### src/core/huifc_pkg.sv
package huifc_pkg;

    ////////////////////////////////////////////////////////////////////////////
    // Host bus register offsets
    localparam logic [2:0] HUIFC_OFS_DATA    = 3'h0;
    localparam logic [2:0] HUIFC_OFS_IER     = 3'h1;
    localparam logic [2:0] HUIFC_OFS_IIR_FCR = 3'h2;
    localparam logic [2:0] HUIFC_OFS_LSR     = 3'h5;
    localparam logic [2:0] HUIFC_OFS_MSR     = 3'h6;

    ////////////////////////////////////////////////////////////////////////////
    // Field positions
    localparam int HUIFC_IER_RX_DATA = 0;
    localparam int HUIFC_IER_TX_EMPTY = 1;
    localparam int HUIFC_IER_LINE    = 2;
    localparam int HUIFC_IER_MODEM   = 3;
    localparam int HUIFC_FCR_ENABLE  = 0;
    localparam int HUIFC_FCR_RX_FLUSH = 1;
    localparam int HUIFC_FCR_TX_FLUSH = 2;
    localparam int HUIFC_FCR_DMA     = 3;
    localparam int HUIFC_FCR_TRIG_LO = 6;
    localparam int HUIFC_FCR_TRIG_HI = 7;

    ////////////////////////////////////////////////////////////////////////////
    // Reset values and fixed fields
    localparam logic [3:0] HUIFC_IER_RESET  = 4'h0;
    localparam logic [1:0] HUIFC_TRIG_RESET = 2'h0;
    localparam logic [3:0] HUIFC_UNUSED_NIB = 4'h0;
    localparam logic [1:0] HUIFC_IIR_ZERO   = 2'h0;

    ////////////////////////////////////////////////////////////////////////////
    // Identification codes, low nibble
    localparam logic [3:0] HUIFC_IID_NONE    = 4'h1;
    localparam logic [3:0] HUIFC_IID_LINE    = 4'h6;
    localparam logic [3:0] HUIFC_IID_RX_DATA = 4'h4;
    localparam logic [3:0] HUIFC_IID_TIMEOUT = 4'hC;
    localparam logic [3:0] HUIFC_IID_TX_EMPTY = 4'h2;
    localparam logic [3:0] HUIFC_IID_MODEM   = 4'h0;

    ////////////////////////////////////////////////////////////////////////////
    // Receive trigger levels and timing
    localparam int         HUIFC_CNT_W    = 5;
    localparam logic [4:0] HUIFC_TRIG_1   = 5'h01;
    localparam logic [4:0] HUIFC_TRIG_4   = 5'h04;
    localparam logic [4:0] HUIFC_TRIG_8   = 5'h08;
    localparam logic [4:0] HUIFC_TRIG_14  = 5'h0E;
    localparam logic [2:0] HUIFC_TMO_CHARS = 3'h4;

    ////////////////////////////////////////////////////////////////////////////
    // Carriers
    typedef struct packed {
        logic overrun_flag;
        logic parity_flag;
        logic framing_flag;
        logic break_flag;
    } huifc_line_err_t;

    typedef struct packed {
        logic            data_ready;
        logic            tx_empty;
        logic [3:0]      modem_delta;
        huifc_line_err_t err;
    } huifc_status_t;

    typedef struct packed {
        logic [4:0] rx_count;
        logic [4:0] tx_count;
        logic       tx_full;
    } huifc_fifo_lvl_t;

endpackage

### src/core/huifc_skid2.sv
`timescale 1ns/100ps

module huifc_skid2 #(
    parameter int W = 8
) (
    // Clock and reset
    input  wire logic         clock_in,
    input  wire logic         resetn_in,
    // Fill side
    input  wire logic         in_valid_in,
    input  wire logic [W-1:0] in_data_in,
    output logic              in_ready_out,
    // Drain side
    output logic              out_valid_out,
    output logic [W-1:0]      out_data_out,
    input  wire logic         out_ready_in
);
    import huifc_pkg::*;

    generate
        if (W < 1) begin : g_bad_width
            $error("huifc_skid2: width must be at least 1");
        end
    endgenerate

    typedef struct packed {
        logic [1:0][W-1:0] mem;
        logic [1:0]        cnt;
        logic              rdy;
        logic              vld;
    } huifc_skid_st_t;

    huifc_skid_st_t q;
    huifc_skid_st_t d;
    logic           push;
    logic           pop;

    ////////////////////////////////////////////////////////////////////////////
    always_comb begin
        d    = q;
        push = in_valid_in && q.rdy;
        pop  = out_ready_in && q.vld;
        // Entry 0 is always the head, so the drain side sees a flop
        if (pop) begin
            d.mem[0] = q.mem[1];
        end
        if (push) begin
            if (q.cnt == 2'h0 || (q.cnt == 2'h1 && pop)) begin
                d.mem[0] = in_data_in;
            end else begin
                d.mem[1] = in_data_in;
            end
        end
        d.cnt = q.cnt + {1'b0, push} - {1'b0, pop};
        d.rdy = d.cnt != 2'h2;
        d.vld = d.cnt != 2'h0;
    end

    always_ff @(posedge clock_in or negedge resetn_in) begin
        if (!resetn_in) begin
            q     <= '0;
            q.rdy <= 1'b1;
        end else begin
            q <= d;
        end
    end

    assign in_ready_out  = q.rdy;
    assign out_valid_out = q.vld;
    assign out_data_out  = q.mem[0];

endmodule // huifc_skid2

### src/core/huifc_char_timer.sv
`timescale 1ns/100ps

module huifc_char_timer (
    // Clock and reset
    input  wire logic clock_in,
    input  wire logic resetn_in,
    // Control
    input  wire logic arm_in,
    input  wire logic restart_in,
    input  wire logic char_tick_in,
    // Result
    output logic      expire_out
);
    import huifc_pkg::*;

    typedef struct packed {
        logic [2:0] cnt;
        logic       fired;
        logic       expire;
    } huifc_tmr_st_t;

    huifc_tmr_st_t q;
    huifc_tmr_st_t d;

    ////////////////////////////////////////////////////////////////////////////
    always_comb begin
        d        = q;
        d.expire = 1'b0;
        if (!arm_in || restart_in) begin
            d.cnt   = '0;
            d.fired = 1'b0;
        end else if (char_tick_in && !q.fired) begin
            d.cnt = q.cnt + 3'h1;
            // One shot per quiet period; a transfer rearms it
            if (q.cnt + 3'h1 == HUIFC_TMO_CHARS) begin
                d.fired  = 1'b1;
                d.expire = 1'b1;
            end
        end
    end

    always_ff @(posedge clock_in or negedge resetn_in) begin
        if (!resetn_in) begin
            q <= '0;
        end else begin
            q <= d;
        end
    end

    assign expire_out = q.expire;

endmodule // huifc_char_timer

### src/core/huifc_ctrl.sv
// Overview of operation
// - Disabled sources never flag identification or irq
// - Enable bit 3 passes modem change flags
// - Enable bit 2 passes receiver error changes
// - Enable bit 1 passes transmit buffer empty
// - Enable bit 0 passes data ready, timeout
// - Control bits 7:6 pick 1/4/8/14 trigger
// - Control bit 3 selects DMA in FIFO mode
// - DMA receive request: trigger, or timeout with enable bit 0 set, until empty
// - DMA transmit request while any slot free
// - Non-DMA receive request while receive FIFO non-empty
// - Non-DMA transmit request only while transmit FIFO empty
// - Control bit 2 flushes transmit FIFO, self-clears
// - Control bit 1 flushes receive FIFO, self-clears
// - Control bit 0 selects FIFO mode, else flushes
// - Control writes without bit 0 ignore other bits
// - Priority: line, receive/timeout, transmit, modem
// - Identification frozen during its read access
// - Identification 7:6 mirror FIFO mode, 5:4 zero
// - Bit 0 low when pending, else 0001
// - Line status code 0110, cleared by status read
// - Receive 0100, timeout 1100 after four characters
// - Transmit empty 0010, modem change 0000 clearing
// - Host irq driven only while output-2 set
// - Offsets 0,1 reachable only with divisor select low
`timescale 1ns/100ps

module huifc_ctrl (
    // Clock and reset
    input  wire logic                       clock_in,
    input  wire logic                       resetn_in,
    // Parallel host register port
    input  wire logic [2:0]                 host_addr_in,
    input  wire logic                       host_rd_in,
    input  wire logic                       host_wr_in,
    input  wire logic [7:0]                 host_wdata_in,
    output logic [7:0]                      host_rdata_out,
    output logic                            host_tx_ready_out,
    // Host interrupt pin
    output logic                            host_irq_out,
    output logic                            host_irq_oe_n_out,
    // Serial controller context
    input  wire logic                       divisor_latch_select_in,
    input  wire logic                       modem_control_out2_in,
    input  wire huifc_pkg::huifc_status_t   status_in,
    input  wire huifc_pkg::huifc_fifo_lvl_t fifo_level_in,
    input  wire logic                       rx_push_in,
    input  wire logic                       char_tick_in,
    input  wire logic [7:0]                 ext_rdata_in,
    // Strobes to the serial controller
    output logic                            rx_buffer_read_out,
    output logic                            line_status_read_out,
    output logic                            modem_status_read_out,
    output logic                            rx_flush_out,
    output logic                            tx_flush_out,
    output logic                            fifo_mode_out,
    // DMA requests
    output logic                            rx_dma_request_out,
    output logic                            tx_dma_request_out,
    // Transmit data towards the transmit FIFO
    output logic                            tx_data_valid_out,
    output logic [7:0]                      tx_data_out,
    input  wire logic                       tx_data_ready_in
);
    import huifc_pkg::*;

    ////////////////////////////////////////////////////////////////////////////
    // State
    typedef struct packed {
        logic [3:0] interrupt_enable;
        logic       fifo_en;
        logic       dma_mode;
        logic [1:0] trig;
        logic [3:0] iid;
        logic [7:0] rdata;
        logic       line_pend;
        logic       tmo_pend;
        logic       thre_pend;
        logic [3:0] err_prev;
        logic       thre_prev;
        logic       rx_req;
        logic       tx_req;
        logic       irq;
        logic       irq_oe_n;
        logic       rx_flush;
        logic       tx_flush;
        logic       rbr_rd;
        logic       lsr_rd;
        logic       msr_rd;
    } huifc_ctrl_st_t;

    huifc_ctrl_st_t q;
    huifc_ctrl_st_t d;

    logic       rd_rbr;
    logic       wr_thr;
    logic       wr_ier;
    logic       rd_ier;
    logic       rd_iir;
    logic       wr_fcr;
    logic       rd_lsr;
    logic       rd_msr;
    logic [4:0] trig_val;
    logic       rda_cond;
    logic       line_set;
    logic       tmo_set;
    logic       thre_set;
    logic       thre_clr;
    logic       modem_act;
    logic [3:0] cur_iid;
    logic       tmo_expire;
    logic       rx_empty;
    logic       thr_accept;

    ////////////////////////////////////////////////////////////////////////////
    // Character timeout and transmit data buffer
    huifc_char_timer u_timer (
        .clock_in     (clock_in),
        .resetn_in    (resetn_in),
        .arm_in       (q.fifo_en && !rx_empty),
        .restart_in   (rx_push_in || rd_rbr || q.rx_flush),
        .char_tick_in (char_tick_in),
        .expire_out   (tmo_expire)
    );

    // Writes into a full buffer are dropped; host_tx_ready_out warns
    huifc_skid2 #(
        .W (8)
    ) u_txbuf (
        .clock_in      (clock_in),
        .resetn_in     (resetn_in),
        .in_valid_in   (wr_thr),
        .in_data_in    (host_wdata_in),
        .in_ready_out  (thr_accept),
        .out_valid_out (tx_data_valid_out),
        .out_data_out  (tx_data_out),
        .out_ready_in  (tx_data_ready_in)
    );

    ////////////////////////////////////////////////////////////////////////////
    // Next state
    always_comb begin
        d          = q;
        d.rx_flush = 1'b0;
        d.tx_flush = 1'b0;

        // Address decode
        rd_rbr = host_rd_in && host_addr_in == HUIFC_OFS_DATA && !divisor_latch_select_in;
        wr_thr = host_wr_in && host_addr_in == HUIFC_OFS_DATA && !divisor_latch_select_in;
        rd_ier = host_rd_in && host_addr_in == HUIFC_OFS_IER && !divisor_latch_select_in;
        wr_ier = host_wr_in && host_addr_in == HUIFC_OFS_IER && !divisor_latch_select_in;
        rd_iir = host_rd_in && host_addr_in == HUIFC_OFS_IIR_FCR;
        wr_fcr = host_wr_in && host_addr_in == HUIFC_OFS_IIR_FCR;
        rd_lsr = host_rd_in && host_addr_in == HUIFC_OFS_LSR;
        rd_msr = host_rd_in && host_addr_in == HUIFC_OFS_MSR;

        d.rbr_rd = rd_rbr;
        d.lsr_rd = rd_lsr;
        d.msr_rd = rd_msr;

        // Receive trigger decode
        case (q.trig)
            2'h0:    trig_val = HUIFC_TRIG_1;
            2'h1:    trig_val = HUIFC_TRIG_4;
            2'h2:    trig_val = HUIFC_TRIG_8;
            2'h3:    trig_val = HUIFC_TRIG_14;
            default: trig_val = HUIFC_TRIG_1;
        endcase

        rx_empty = (fifo_level_in.rx_count == '0);
        rda_cond = q.fifo_en ? (fifo_level_in.rx_count >= trig_val)
                             : status_in.data_ready;

        // Sources, each gated by its enable
        line_set  = q.interrupt_enable[HUIFC_IER_LINE] && |(status_in.err & ~q.err_prev);
        tmo_set   = q.interrupt_enable[HUIFC_IER_RX_DATA] && tmo_expire;
        thre_set  = q.interrupt_enable[HUIFC_IER_TX_EMPTY] && status_in.tx_empty
                    && !q.thre_prev
                    || (wr_ier && host_wdata_in[HUIFC_IER_TX_EMPTY]
                        && !q.interrupt_enable[HUIFC_IER_TX_EMPTY] && status_in.tx_empty);
        thre_clr  = wr_thr || (rd_iir && q.iid == HUIFC_IID_TX_EMPTY);
        modem_act = q.interrupt_enable[HUIFC_IER_MODEM] && |status_in.modem_delta;

        // Set wins over a clear in the same cycle
        d.line_pend = (q.line_pend && !rd_lsr) || line_set;
        d.tmo_pend  = (q.tmo_pend && !rd_rbr && !q.rx_flush) || tmo_set;
        d.thre_pend = (q.thre_pend && !thre_clr) || thre_set;
        d.err_prev  = status_in.err;
        d.thre_prev = status_in.tx_empty;

        // Priority encode, masked sources drop out
        if (q.line_pend && q.interrupt_enable[HUIFC_IER_LINE]) begin
            cur_iid = HUIFC_IID_LINE;
        end else if (q.interrupt_enable[HUIFC_IER_RX_DATA] && rda_cond) begin
            cur_iid = HUIFC_IID_RX_DATA;
        end else if (q.interrupt_enable[HUIFC_IER_RX_DATA] && q.tmo_pend && q.fifo_en) begin
            cur_iid = HUIFC_IID_TIMEOUT;
        end else if (q.interrupt_enable[HUIFC_IER_TX_EMPTY] && q.thre_pend) begin
            cur_iid = HUIFC_IID_TX_EMPTY;
        end else if (modem_act) begin
            cur_iid = HUIFC_IID_MODEM;
        end else begin
            cur_iid = HUIFC_IID_NONE;
        end

        // Snapshot frozen during an identification read
        if (!rd_iir) begin
            d.iid = cur_iid;
        end
        d.irq      = !cur_iid[0];
        d.irq_oe_n = !modem_control_out2_in;

        // Read data, answered one cycle after the strobe
        if (rd_ier) begin
            d.rdata = {HUIFC_UNUSED_NIB, q.interrupt_enable};
        end else if (rd_iir) begin
            d.rdata = {q.fifo_en, q.fifo_en, HUIFC_IIR_ZERO,
                       q.iid[3] && q.fifo_en, q.iid[2:0]};
        end else if (host_rd_in) begin
            d.rdata = ext_rdata_in;
        end

        // Register writes
        if (wr_ier) begin
            d.interrupt_enable = host_wdata_in[3:0];
        end
        if (wr_fcr) begin
            if (host_wdata_in[HUIFC_FCR_ENABLE]) begin
                d.fifo_en  = 1'b1;
                d.dma_mode = host_wdata_in[HUIFC_FCR_DMA];
                d.trig     = host_wdata_in[HUIFC_FCR_TRIG_HI:HUIFC_FCR_TRIG_LO];
                d.rx_flush = host_wdata_in[HUIFC_FCR_RX_FLUSH];
                d.tx_flush = host_wdata_in[HUIFC_FCR_TX_FLUSH];
            end else begin
                // Leaving FIFO mode empties both FIFOs; other bits ignored
                d.fifo_en  = 1'b0;
                d.rx_flush = 1'b1;
                d.tx_flush = 1'b1;
            end
        end

        // DMA request pins
        if (!q.fifo_en) begin
            d.rx_req = status_in.data_ready;
            d.tx_req = status_in.tx_empty;
        end else if (q.dma_mode) begin
            if (rx_empty) begin
                d.rx_req = 1'b0;
            end else if (fifo_level_in.rx_count >= trig_val || q.tmo_pend) begin
                d.rx_req = 1'b1;
            end
            d.tx_req = !fifo_level_in.tx_full;
        end else begin
            d.rx_req = !rx_empty;
            d.tx_req = (fifo_level_in.tx_count == '0);
        end
    end

    ////////////////////////////////////////////////////////////////////////////
    // Registers
    always_ff @(posedge clock_in or negedge resetn_in) begin
        if (!resetn_in) begin
            q          <= '0;
            q.interrupt_enable      <= HUIFC_IER_RESET;
            q.trig     <= HUIFC_TRIG_RESET;
            q.iid      <= HUIFC_IID_NONE;
            q.irq_oe_n <= 1'b1;
        end else begin
            q <= d;
        end
    end

    ////////////////////////////////////////////////////////////////////////////
    // Outputs, all from flops
    assign host_rdata_out        = q.rdata;
    assign host_tx_ready_out     = thr_accept;
    assign host_irq_out          = q.irq;
    assign host_irq_oe_n_out     = q.irq_oe_n;
    assign rx_buffer_read_out    = q.rbr_rd;
    assign line_status_read_out  = q.lsr_rd;
    assign modem_status_read_out = q.msr_rd;
    assign rx_flush_out          = q.rx_flush;
    assign tx_flush_out          = q.tx_flush;
    assign fifo_mode_out         = q.fifo_en;
    assign rx_dma_request_out    = q.rx_req;
    assign tx_dma_request_out    = q.tx_req;

endmodule // huifc_ctrl

### config.mk
export PLATFORM = sky130hd
export DESIGN_NAME = huifc_ctrl
export DESIGN_NICKNAME = d
export VERILOG_FILES = /design/src/core/huifc_pkg.sv /design/src/core/huifc_skid2.sv /design/src/core/huifc_char_timer.sv /design/src/core/huifc_ctrl.sv
export SDC_FILE = /design/constraint.sdc
export NUM_CORES = 1
export LEC_CHECK = 0
export BUFFER_PORTS_ARGS = -buffer_cell sky130_fd_sc_hd__buf_2
export CORE_MARGIN = 5
export CORE_UTILIZATION = 57
export DETAILED_ROUTE_END_ITERATION = 6
export PLACE_DENSITY = 0.85
export SETUP_SLACK_MARGIN = 0.5
export SLEW_MARGIN = 0
export SYNTH_ARGS = -nofsm -noshare
export SYNTH_HDL_FRONTEND = slang
export SYNTH_SLANG_ARGS = --single-unit
### constraint.sdc
create_clock -name clock_in -period 4.62 [get_ports clock_in]
set_input_delay 0.924 -clock clock_in [delete_from_list [all_inputs] [get_ports clock_in]]
set_output_delay 0.924 -clock clock_in [all_outputs]
set_load 0.005 [all_outputs]
==> After elaboration in Yosys (flattened, before gate mapping) <==
Cells that the tools add are included.
{ "classes": {"addsub": 3, "n_lt_le_gt_ge": 1, "n_eq_ne": 12, "n_mux": 24, "bitwise": 3, "n_reduce_logical": 73} }
{ "ops": {"columns": ["cell", "n"], "rows": [
  ["$mux W8", 6],
  ["$logic_and A1 B1 Y1", 36],
  ["$pmux W5 S4", 1],
  ["$mux W4", 4],
  ["$logic_not A1 Y1", 13],
  ["$mux W2", 6],
  ["$logic_not A5 Y1", 2],
  ["$logic_or A1 B1 Y1", 10],
  ["$eq A3 B3 Y1 const B", 3],
  ["$reduce_or A4 Y1", 2],
  ["$mux W1", 6],
  ["$reduce_and A2 Y1", 3],
  ["$reduce_bool A2 Y1", 3],
  ["$ge A5 B5 Y1", 1],
  ["$mux W5", 1],
  ["$and A4 B4 Y4", 1],
  ["$eq A2 B1 Y1 const B", 2],
  ["$eq A2 B2 Y1 const B", 2],
  ["$eq A4 B2 Y1 const B", 1],
  ["$logic_not A2 Y1", 2],
  ["$ne A4 B2 Y1 const B", 1],
  ["$not A4 Y4", 1],
  ["$add A3 B1 Y3 const B", 1],
  ["$eq A3 B1 Y1 const B", 1],
  ["other kinds (7)", 7]
]} }
{ "word_totals": {"regBits": 62, "input_bits": 49, "output_inout_bits": 28, "elab_cells": 144} }

==> Longest topological paths before layout <==
Gate-level depths: netlist of run 1.
{ "depth": {"depth_word": 8, "mapped_depth": 8, "mapped_depth_nobuf": 8} }

==> Modules after synthesis <==
Synthesis of run 1 repeated with hierarchy kept, for this count alone.
{ "hier_totals": {"cells_unflattened": 275, "hier_area_um2": 3084.2} }
{ "by_module_without_submodules": {"columns": ["mod", "n_inst", "cells_per_inst", "area_each_um2", "seq_area_each_um2"], "rows": [
  ["huifc_ctrl", 1, 186, 1874.3, 928.4],
  ["huifc_skid2", 1, 67, 959.7, 501.7],
  ["huifc_char_timer", 1, 22, 250.2, 125.1]
]} }

==> Least setup slack after synthesis of run 1 <==
OpenSTA, ideal clock, no wires.
{ "synth_timing": {"path_type": "input port to flip-flop", "from": "in tx_data_ready_in", "to": "reg u_txbuf.q, in the netlist u_txbuf.in_ready_out", "setup_time_ns": 0.084, "arrival_ns": 2.266, "t_required_ns": 4.536, "slack_ns": 2.270, "stages": 8, "n_path_buf": 0, "cell_sequence": "nand2_1 > inv_1 > ha_1 > inv_1 > ha_1 > xor2_1 > xnor2_1 > or2_2"} }
{ "synth_rtl": {"columns": ["element", "line_no", "text"], "rows": [
  ["start, declared", "huifc_ctrl.sv:63", "input wire logic tx_data_ready_in"],
  ["end, declared", "huifc_skid2.sv:33", "huifc_skid_st_t q;"]
]} }

==> results of run 1 <==
worst max path at each step:
stage	startpoint	end	slack (ps)	cells after the start
final	tx_data_ready_in	u_txbuf.in_ready_out$_DFF_PN1_	2330	9
after global routing	tx_data_ready_in	u_txbuf.in_ready_out$_DFF_PN1_	2230	9
after CTS	tx_data_ready_in	u_txbuf.in_ready_out$_DFF_PN1_	2310	9
after detailed placement	tx_data_ready_in	u_txbuf.in_ready_out$_DFF_PN1_	1970	9
after global placement	tx_data_ready_in	u_txbuf.in_ready_out$_DFF_PN1_	2050	9
after floorplan	tx_data_ready_in	u_txbuf.in_ready_out$_DFF_PN1_	2270	8
synth_stat cells (all sizes together) (3+ instances only):
| library cell | number |
|---|---|
| dfrtp | 59 |
| mux2 | 25 |
| buf | 20 |
| inv | 20 |
| nand2 | 17 |
| o21ai | 13 |
| a21oi | 12 |
| nor2 | 11 |
| ha | 8 |
| mux2i | 8 |
| nand3 | 6 |
| and3 | 5 |
| a22o | 4 |
| dfstp | 3 |
| nand2b | 3 |
| nand4 | 3 |
| nor3b | 3 |
| o22ai | 3 |
| o2bb2ai | 3 |
| or4 | 3 |
| xor2 | 3 |
state kept, by name (all words and copies together), names as in the netlist, 4 cells and up:
signal and flops:
q 19, u_timer.q 4, u_txbuf.q 10, host_rdata_out 8, u_txbuf.out_data_out 8
placed cells by master (no fill, tap or decap), types with 2 or more instances in the layout:
cell / n
nand3_1: 6
o21ai_0: 13
a22o_1: 4
xnor2_1: 2
o22ai_1: 3
dfstp_2: 3
nand2_1: 16
clkbuf_1: 5
ha_1: 8
and3_1: 4
a211oi_1: 2
clkinv_2: 2
nor3b_1: 2
clkbuf_8: 9
mux2_4: 8
a21oi_1: 12
mux2_2: 17
nor2_1: 11
nand4_1: 3
dfrtp_1: 59
o2bb2ai_1: 3
buf_2: 76
mux2i_1: 8
xor2_1: 3
nand2b_1: 2
or4_1: 2
inv_1: 20
power by group:
group	total (mW)	switching (mW)	internal [mW]	leakage, nW
clock network	0.387	0.193	0.194	0.0784
logic	0.388	0.173	0.215	0.964
registers	0.754	0.0827	0.671	0.774
total	1.53	0.449	1.08	1.82
cells by family after synthesis:
| group | after synthesis |
|---|---|
| DFF | 62 |
| muxes | 33 |
| buffers and inverters | 42 |
| xor gates and xnor gates | 5 |
| AOI/OAI and AO/OA | 46 |
| and+or+nand+nor | 63 |
| adders and majority gates | 8 |
worst register-to-register path: cells and delay by family, from the launching register on:
kind / cells / cell delay (ps)
and+or+nand+nor: 2 / 630
adders and majority gates: 2 / 470
DFF: 1 / 380
xor gates and xnor gates: 2 / 300
buffers and inverters: 2 / 140
metal layers:
metal | global-route usage, % | wire (um)
met3 | 4.46 | 405
met2 | 31.8 | 3140
met5 | 0 | 0
met1 | 24.4 | 2720
met4 | 10.5 | 185
area by class of cell:
class / count / area [um^2] / area share (%)
sequential: 62 / 1560 / 44.6
multi-input combinational: 155 / 1220 / 35.2
timing repair buffer: 77 / 388 / 11.1
clock buffer: 14 / 143 / 4.09
tap: 70 / 87.6 / 2.51
inverter: 20 / 75.1 / 2.16
clock inverter: 2 / 10.0 / 0.287
==> summary.txt, run 1 <==
Synthesis
  – Asr flop ratio synth: 100%
  – Post-synth EDFFs: 0
  – Yosys reg bits: 62
  – Cell area after synthesis: 3020 um^2
  – Synth Area in Compound Gates: 9.64%
  – Post-Syn Nets: 316
  – Largest family of logic cells by synthesized area: simple AND/OR/NAND/NOR gates
  – Unique masters post-synth: 52
  – Post-synthesis simple-gate area fraction: 13.2%
  – Post-synth top area share: 48.8%
  – Main synth FF type: dfrtp_1
  – Post-synthesis mux area share: 12.9%
  – Post-Syn Instances: 259
  – Xor-xnor portion of the synthesized cell area: 1.45%
  – Post-synthesis sequential area ratio: 51.4%
  – Yosys warns: 0
  – Synth area leaders: dfrtp_1, mux2_2, buf_4, mux2_4, ha_1
  – Post-synth top area cell: dfrtp_1
  – Synthesized area per cell: 11.7 um^2
  – Adder-cell share of the synthesized area: 3.31%

Critical path
  – Max incr delay on CP: 340 ps
  – R2R setup slack: 2630 ps
  – Critical-path top delay cell: nand2_1
  – CP max FO: 10
  – CP delay by family, top: simple AND/OR/NAND/NOR gates
  – WS Path Type: primary input to flop
  – Worst EP arrival: 2560 ps
  – CP Launch Type: primary input
  – Crit end category: flop
  – Crit path required time: 4880 ps
  – Worst-path cell chain: buf_2 -> nand2_1 -> inv_1 -> ha_1 -> inv_1 -> ha_1 -> xor2_1 -> xnor2_1 -> or2_2
  – CP bufs+invs: 3
  – R2r worst-path depth: 8
  – Worst reg2reg path startpoint: u_txbuf.out_valid_out$_DFF_PN0_
  – R2R Path End: u_txbuf.in_ready_out$_DFF_PN1_

Clock tree
  – Maximum root-to-sink buffer count: 2
  – Post-CTS setup buffer count: 0
  – Hold buffer count at CTS: 0
  – CTS buffer count: 9
  – Count of cells resized by post-cts repair: 0
  – CTS tree: yes
  – CTS root buf: clkbuf_8
  – Max H-tree Level: 3
  – Worst-Skew Late Latency: 340 ps
  – Clock slew at reported path FFs: 60 ps
  – Clk sinks: 62

Global routing
  – Largest net degree at the start of global routing: 33
  – Total global-route track usage: 19.6%
  – First-pass GRT wire length: 10700 um
  – Gr ovfl total: 0
  – Initial antenna violation count: 0
  – Vias in the first global route: 2295

Worst hold path
  – Hold path depth: 1
  – Worst hold path endpoint: host_rdata_out[7]$_DFFE_PN0P_
  – Hold Crit Class: flop to flop
  – Hold_sp: host_rdata_out[7]$_DFFE_PN0P_

Timing
  – Clock Skew: 9.65 ps
  – RSZ-0062 raised after global routing: no
  – Final worst path period share: 49.7%
  – Worst relative slew slack: 53.5%
  – Setup WS post-layout: 2330 ps
  – Hold Slack: 480 ps
  – Hold Vio Cnt, Final: 0
  – Slew @ Worst Pin: 697 ps
  – Final min period: 2290 ps
  – Total negative slack: 0 ps
  – Final Max Slew Viols: 0
  – # setup viols final: 0
  – FMAX: 436 MHz

Detailed routing
  – DR vias/cell: 5.46
  – DRT Pass-1 Iters: 4
  – 1st-iter DRT viols: 137
  – Drt drc: 0
  – Via count: 2182
  – Drt wl/cell: 16.1 um
  – Routed WL: 6440 um
  – Final ANT Viol Nets: 0

Place
  – Placed Cells: 384
  – Gpl congestion: 0.824
  – Post-DP Area: 3330 um^2
  – Dpl ws: 1970 ps
  – Hpwl dp: 4880 um
  – # port buffers: 76

Floorplan
  – Site row count: 26
  – Core Box Area: 5140 um^2
  – Initial cell density of the core: 58.8%
  – Vert. Die Dim: 82.8 um
  – Die X: 82.8 um
  – Area of the die: 6860 um^2
  – IO Pins: 77

Final layout
  – # fillers: 423
  – Layout Cells excl Fill: 400
  – Fraction of layout cells with a size suffix above 1: 38.2%
  – Fin area: 3480 um^2
  – Final Util: 67.8%
  – Antenna cell count: 0
  – Area grow syn2layout: 15.2%
  – Nets: 382

Pwr
  – Total power draw: 1.53 mW
  – Cell Pwr Density: 439 nW/um^2
  – P_leak: 1.82 nW
  – Worst vdd ir: 244 uV

Run
  – MaxCap Viol Count: 0

Status
  – Status: finished clean
Power figures use the tool's default switching activity.
==> inputs of run 2 (changes only) <==
Settings changed: CORE_UTILIZATION 57 to 48, PLACE_DENSITY 0.85 to 0.76.
Clock period 4.62 ns to 1.9 ns, I/O delays scaled along.
==> run 2 against run 1 <==
Compared with the run above:
- via count grew 3.2%
- routed wire length up 8.3%
- clock skew is 5.7 ps lower
- worst hold slack worse by 450 ps
- design area up 10%
- non-clock buffer count grew 17
- global-route usage decreased by 1.6 points
- sequential cell count unchanged
- critical path type is now flop to flop
- critical endpoint is now host_irq_out$_DFF_PN0_
==> summary.txt, run 2 (synthesized netlist as in run 1, its figures left out) <==
Status
  – Status: finished clean

Clock tree
  – Clock slew at reported path FFs: 60 ps
  – CTS root buf: clkbuf_8
  – Maximum root-to-sink buffer count: 2
  – Max H-tree Level: 3
  – CTS tree: yes
  – Hold buffer count at CTS: 0
  – CTS buffer count: 9
  – Worst-Skew Late Latency: 340 ps
  – Clk sinks: 62

Run
  – MaxCap Viol Count: 0

Place
  – Post-DP Area: 3430 um^2
  – Hpwl dp: 4730 um
  – # port buffers: 76
  – Dpl ws: -30.2 ps
  – Gpl congestion: 0.799

Detailed routing
  – DRT Pass-1 Iters: 4
  – Drt wl/cell: 16.5 um
  – 1st-iter DRT viols: 140
  – Via count: 2252
  – Drt drc: 0
  – Routed WL: 6980 um
  – DR vias/cell: 5.32
  – Final ANT Viol Nets: 0

Timing
  – FMAX: 600 MHz
  – Final min period: 1670 ps
  – Worst relative slew slack: 71.8%
  – Final worst path period share: 87.7%
  – Slew @ Worst Pin: 418 ps
  – Total negative slack: 0 ps
  – Clock Skew: 3.94 ps
  – Final Max Slew Viols: 0
  – Setup WS post-layout: 233 ps
  – # setup viols final: 0
  – RSZ-0062 raised after global routing: yes
  – Hold Vio Cnt, Final: 0

Floorplan
  – Site row count: 29
  – Die X: 89.4 um
  – Core Box Area: 6240 um^2
  – Initial cell density of the core: 48.5%
  – IO Pins: 77
  – Area of the die: 7990 um^2
  – Vert. Die Dim: 89.4 um

Critical path
  – CP startpoint: q[29]$_DFFE_PN0P_
  – Worst reg2reg path startpoint: q[29]$_DFFE_PN0P_
  – Crit path required time: 2120 ps
  – WS Path Type: flop to flop
  – Worst EP arrival: 1890 ps
  – CP Launch Type: flop
  – CP max FO: 3
  – Crit end category: flop

Pwr
  – P_leak: 1.95 nW
  – Worst vdd ir: 449 uV
  – Cell Pwr Density: 1070 nW/um^2

Final layout
  – Biggest regs: q x19, u_txbuf.q x10
  – Biggest register: q
  – Fraction of layout cells with a size suffix above 1: 46.8%
  – Most common cell after layout, fill and taps aside: buf_2
  – Area grow syn2layout: 26.7%
  – Nets: 399
  – Leading cell types in the layout, fill and taps excluded: buf_2, dfrtp_1, mux2_2
  – # fillers: 500
  – Max FFs per register: 19
  – Fin area: 3830 um^2
  – Antenna cell count: 0

Global routing
  – Vias in the first global route: 2265
  – Initial antenna violation count: 0
  – Gr ovfl total: 0
  – First-pass GRT wire length: 10800 um
  – Total global-route track usage: 18.0%
  – Largest net degree at the start of global routing: 63

Worst hold path
  – Hold Crit Class: primary input to asynchronous set/reset pin
[run 2: changes by cell type in the layout (fill, tap and decap cells not counted), moves of 2 or more]
cell,change
buf_12,+2
inv_1,-4
ha_4,+4
ha_1,-5
inv_2,+4
o21ai_1,+2
buf_6,+5
o21ai_0,-4
buf_4,+11
clkbuf_1,-2
clkbuf_8,+2
buf_2,-2
[run 2: report_power, final]
group | switching [mW] | total [mW] | internal, mW
Clock | 0.475 | 1.01 | 0.537
Combinational | 0.525 | 1.25 | 0.725
Sequential | 0.205 | 1.84 | 1.63
[run 2: path summary, 6_finish.rpt]
path                                                     to  slack, ps  cells past startpoint
worst min-delay path              u_txbuf.q[16]$_DFFE_PN0P_         30                      2
worst min register to register              q[15]$_DFF_PN0_        490                      1
max in group asynchronous                 q[25]$_DFFE_PN1N_       1540                      2
min in group clock_in           host_irq_oe_n_out$_DFF_PN1_        140                      2
worst max register to register       host_irq_out$_DFF_PN0_        230                      6
worst max-delay path                 host_irq_out$_DFF_PN0_        230                      6
[run 2: through the flow]
step	std cells	utilization, %	power (mW)	hold slack (ps)
detailed placement	399	55.0	2.85	418
floorplan	259	-	2.56	84.4
global route	423	61.4	4.34	67.7
global placement	399	55.0	2.80	411
CTS	420	59.6	4.01	53.3
finish	423	61.4	4.10	34.2
[run 2: layout make-up]
class                   instances  area, um^2  share of cell area (%)
inverters                      20        75.1                    1.96
multi-input cells             155        1370                    35.6
flip-flops and latches         62        1560                    40.6
clock inverters                 1        5.00                   0.131
well taps                      77        96.3                    2.51
clock buffers                  14         163                    4.25
repair buffers                 94         572                    14.9
[run 2: worst max-delay path, cell delays in order, from the launching register on]
cell and delay [ps]:
dfrtp_1 410, inv_2 80, ha_4 190, a21o_1 180
a211oi_4 290, nand3_2 130, o31a_1 260
[run 2: per-layer routing]
metal	vias up	GRT usage, %	share of wire (%)
li1	1056	-	-
met1	1110	23.3	42
met2	73	28.3	48
met3	13	6.27	7.5
met4	0	6.36	2.1
met5	-	0	0
[run 2: timing repair]
item | 4_1_cts | 5_1_grt
setup buffers | 6 | 3
endpoints found under the setup margin | 24 | 25
resized for setup | 14 | 15
pin swaps | 8 | 9
==> inputs of run 3 (changes only) <==
Settings changed: CORE_UTILIZATION 48 to 57, PLACE_DENSITY 0.76 to 0.85.
Clock period 1.9 ns to 2.08 ns, I/O delays scaled along.
==> run 3 against run 2 <==
Compared with the run above:
- clock skew grew 4.3 ps
- routed wire length shrank 5.7%
- highest routed layer unchanged
- fmax shrank 2.7%
- critical path type unchanged
==> summary.txt, run 3 (synthesized netlist as in run 1, its figures left out) <==
Status
  – Status: finished clean

Pwr
  – Cell Pwr Density: 997 nW/um^2
  – Worst vdd ir: 470 uV
  – P_leak: 1.87 nW
  – Total power draw: 3.64 mW

Critical path
  – CP Launch Type: flop
  – CP bufs+invs: 2
  – CP delay by family, top: compound AO/OA/AOI/OAI gates
  – R2R setup slack: 370 ps
  – Crit end category: flop
  – Max incr delay on CP: 420 ps
  – Worst EP arrival: 1930 ps
  – WS Path Type: flop to flop
  – CP max FO: 4
  – Worst-path cell chain: inv_2 -> ha_4 -> a21o_1 -> a211oi_4 -> buf_4 -> and4_1 -> o22ai_1
  – Critical-path top delay cell: dfrtp_1
  – Crit path required time: 2300 ps

Place
  – Post-DP Area: 3380 um^2
  – Placed Cells: 386
  – Hpwl dp: 4700 um
  – Gpl congestion: 0.818
  – # port buffers: 76

Clock tree
  – Max H-tree Level: 3
  – Clk sinks: 62
  – CTS tree: yes
  – CTS buffer count: 9
  – Maximum root-to-sink buffer count: 2
  – Clock slew at reported path FFs: 70 ps
  – Worst-Skew Late Latency: 340 ps
  – CTS root buf: clkbuf_8

Floorplan
  – IO Pins: 77
  – Die X: 82.8 um
  – Vert. Die Dim: 82.8 um
  – Site row count: 26
  – Core Box Area: 5140 um^2
  – Initial cell density of the core: 58.8%
  – Area of the die: 6860 um^2

Worst hold path
  – Hold Crit Class: primary input to asynchronous set/reset pin

Global routing
  – Largest net degree at the start of global routing: 63
  – Gr ovfl total: 0
  – Vias in the first global route: 2254
  – First-pass GRT wire length: 11000 um
  – Total global-route track usage: 19.9%
  – Initial antenna violation count: 0

Detailed routing
  – DR vias/cell: 5.45
  – Final ANT Viol Nets: 0
  – Via count: 2208
  – Routed WL: 6580 um
  – Drt wl/cell: 16.2 um
  – DRT Pass-1 Iters: 5
  – 1st-iter DRT viols: 162
  – Drt drc: 0

Final layout
  – Biggest regs: q x19, u_txbuf.q x10
  – Layout Cells excl Fill: 405
  – Fraction of layout cells with a size suffix above 1: 44.5%
  – # fillers: 388
  – Max FFs per register: 19
  – Area grow syn2layout: 20.8%
  – Final Util: 71.1%
  – Most common cell after layout, fill and taps aside: buf_2
  – Nets: 387
  – Leading cell types in the layout, fill and taps excluded: buf_2, dfrtp_1, mux2_2, inv_1, nand2_1
  – Fin area: 3650 um^2
  – Biggest register: q
  – Antenna cell count: 0

Timing
  – Final min period: 1710 ps
  – FMAX: 584 MHz
  – RSZ-0062 raised after global routing: yes
  – Clock Skew: 8.25 ps
  – Final Max Slew Viols: 0
  – Slew @ Worst Pin: 469 ps
  – Final worst path period share: 82.4%
  – Hold Vio Cnt, Final: 0
  – Worst relative slew slack: 68.3%
  – # setup viols final: 0
  – Total negative slack: 0 ps

Run
  – MaxCap Viol Count: 0
## run 3: power by group
group          internal [mW]  leakage [nW]  total, mW  switching, mW
combinational          0.559         0.996      0.989          0.430
sequential              1.49         0.774       1.67          0.180
clock                  0.526        0.0954      0.981          0.455
## run 3: routing by layer
metal / share of wire, % / GRT usage [%]
met1: 44 / 26.4
met2: 47 / 31.0
met3: 6.9 / 6.04
met4: 2.2 / 7.58
met5: 0 / 0
## run 3: repair_timing
action	CTS	global route
gates resized for setup	10	4
pin swaps	10	5
hold buffers	0	0
endpoints found under the setup margin	10	8
setup buffers	2	1
## run 3: worst paths after layout
kind,start,end,cells past startpoint
min in group clock_in,modem_control_out2_in,host_irq_oe_n_out$_DFF_PN1_,2
max in group asynchronous,resetn_in,host_irq_oe_n_out$_DFF_PN1_,2
hold reg to reg,host_rdata_out[3]$_DFFE_PN0P_,host_rdata_out[3]$_DFFE_PN0P_,1
hold / removal,resetn_in,q[13]$_DFF_PN0_,2
setup reg to reg,q[29]$_DFFE_PN0P_,rx_dma_request_out$_DFFE_PN0P_,7
setup / recovery,q[29]$_DFFE_PN0P_,rx_dma_request_out$_DFFE_PN0P_,7
## run 3: cell type report
type / instances / area (um^2) / share of cell area [%]
Timing Repair Buffer: 82 / 438 / 12.0
Clock buffer: 13 / 169 / 4.62
Sequential cell: 62 / 1560 / 42.6
Multi-Input combinational cell: 155 / 1310 / 35.9
Tap cell: 70 / 87.6 / 2.40
Clock inverter: 3 / 17.5 / 0.480
Inverter: 20 / 75.1 / 2.06
## run 3: metrics by stage
stage	hold slack (ps)	setup WS [ps]
2_1_floorplan	120	321
5_1_grt	99.4	297
3_3_place_gp	443	190
6_report	59.4	367
4_1_cts	86.7	408
3_5_place_dp	450	144
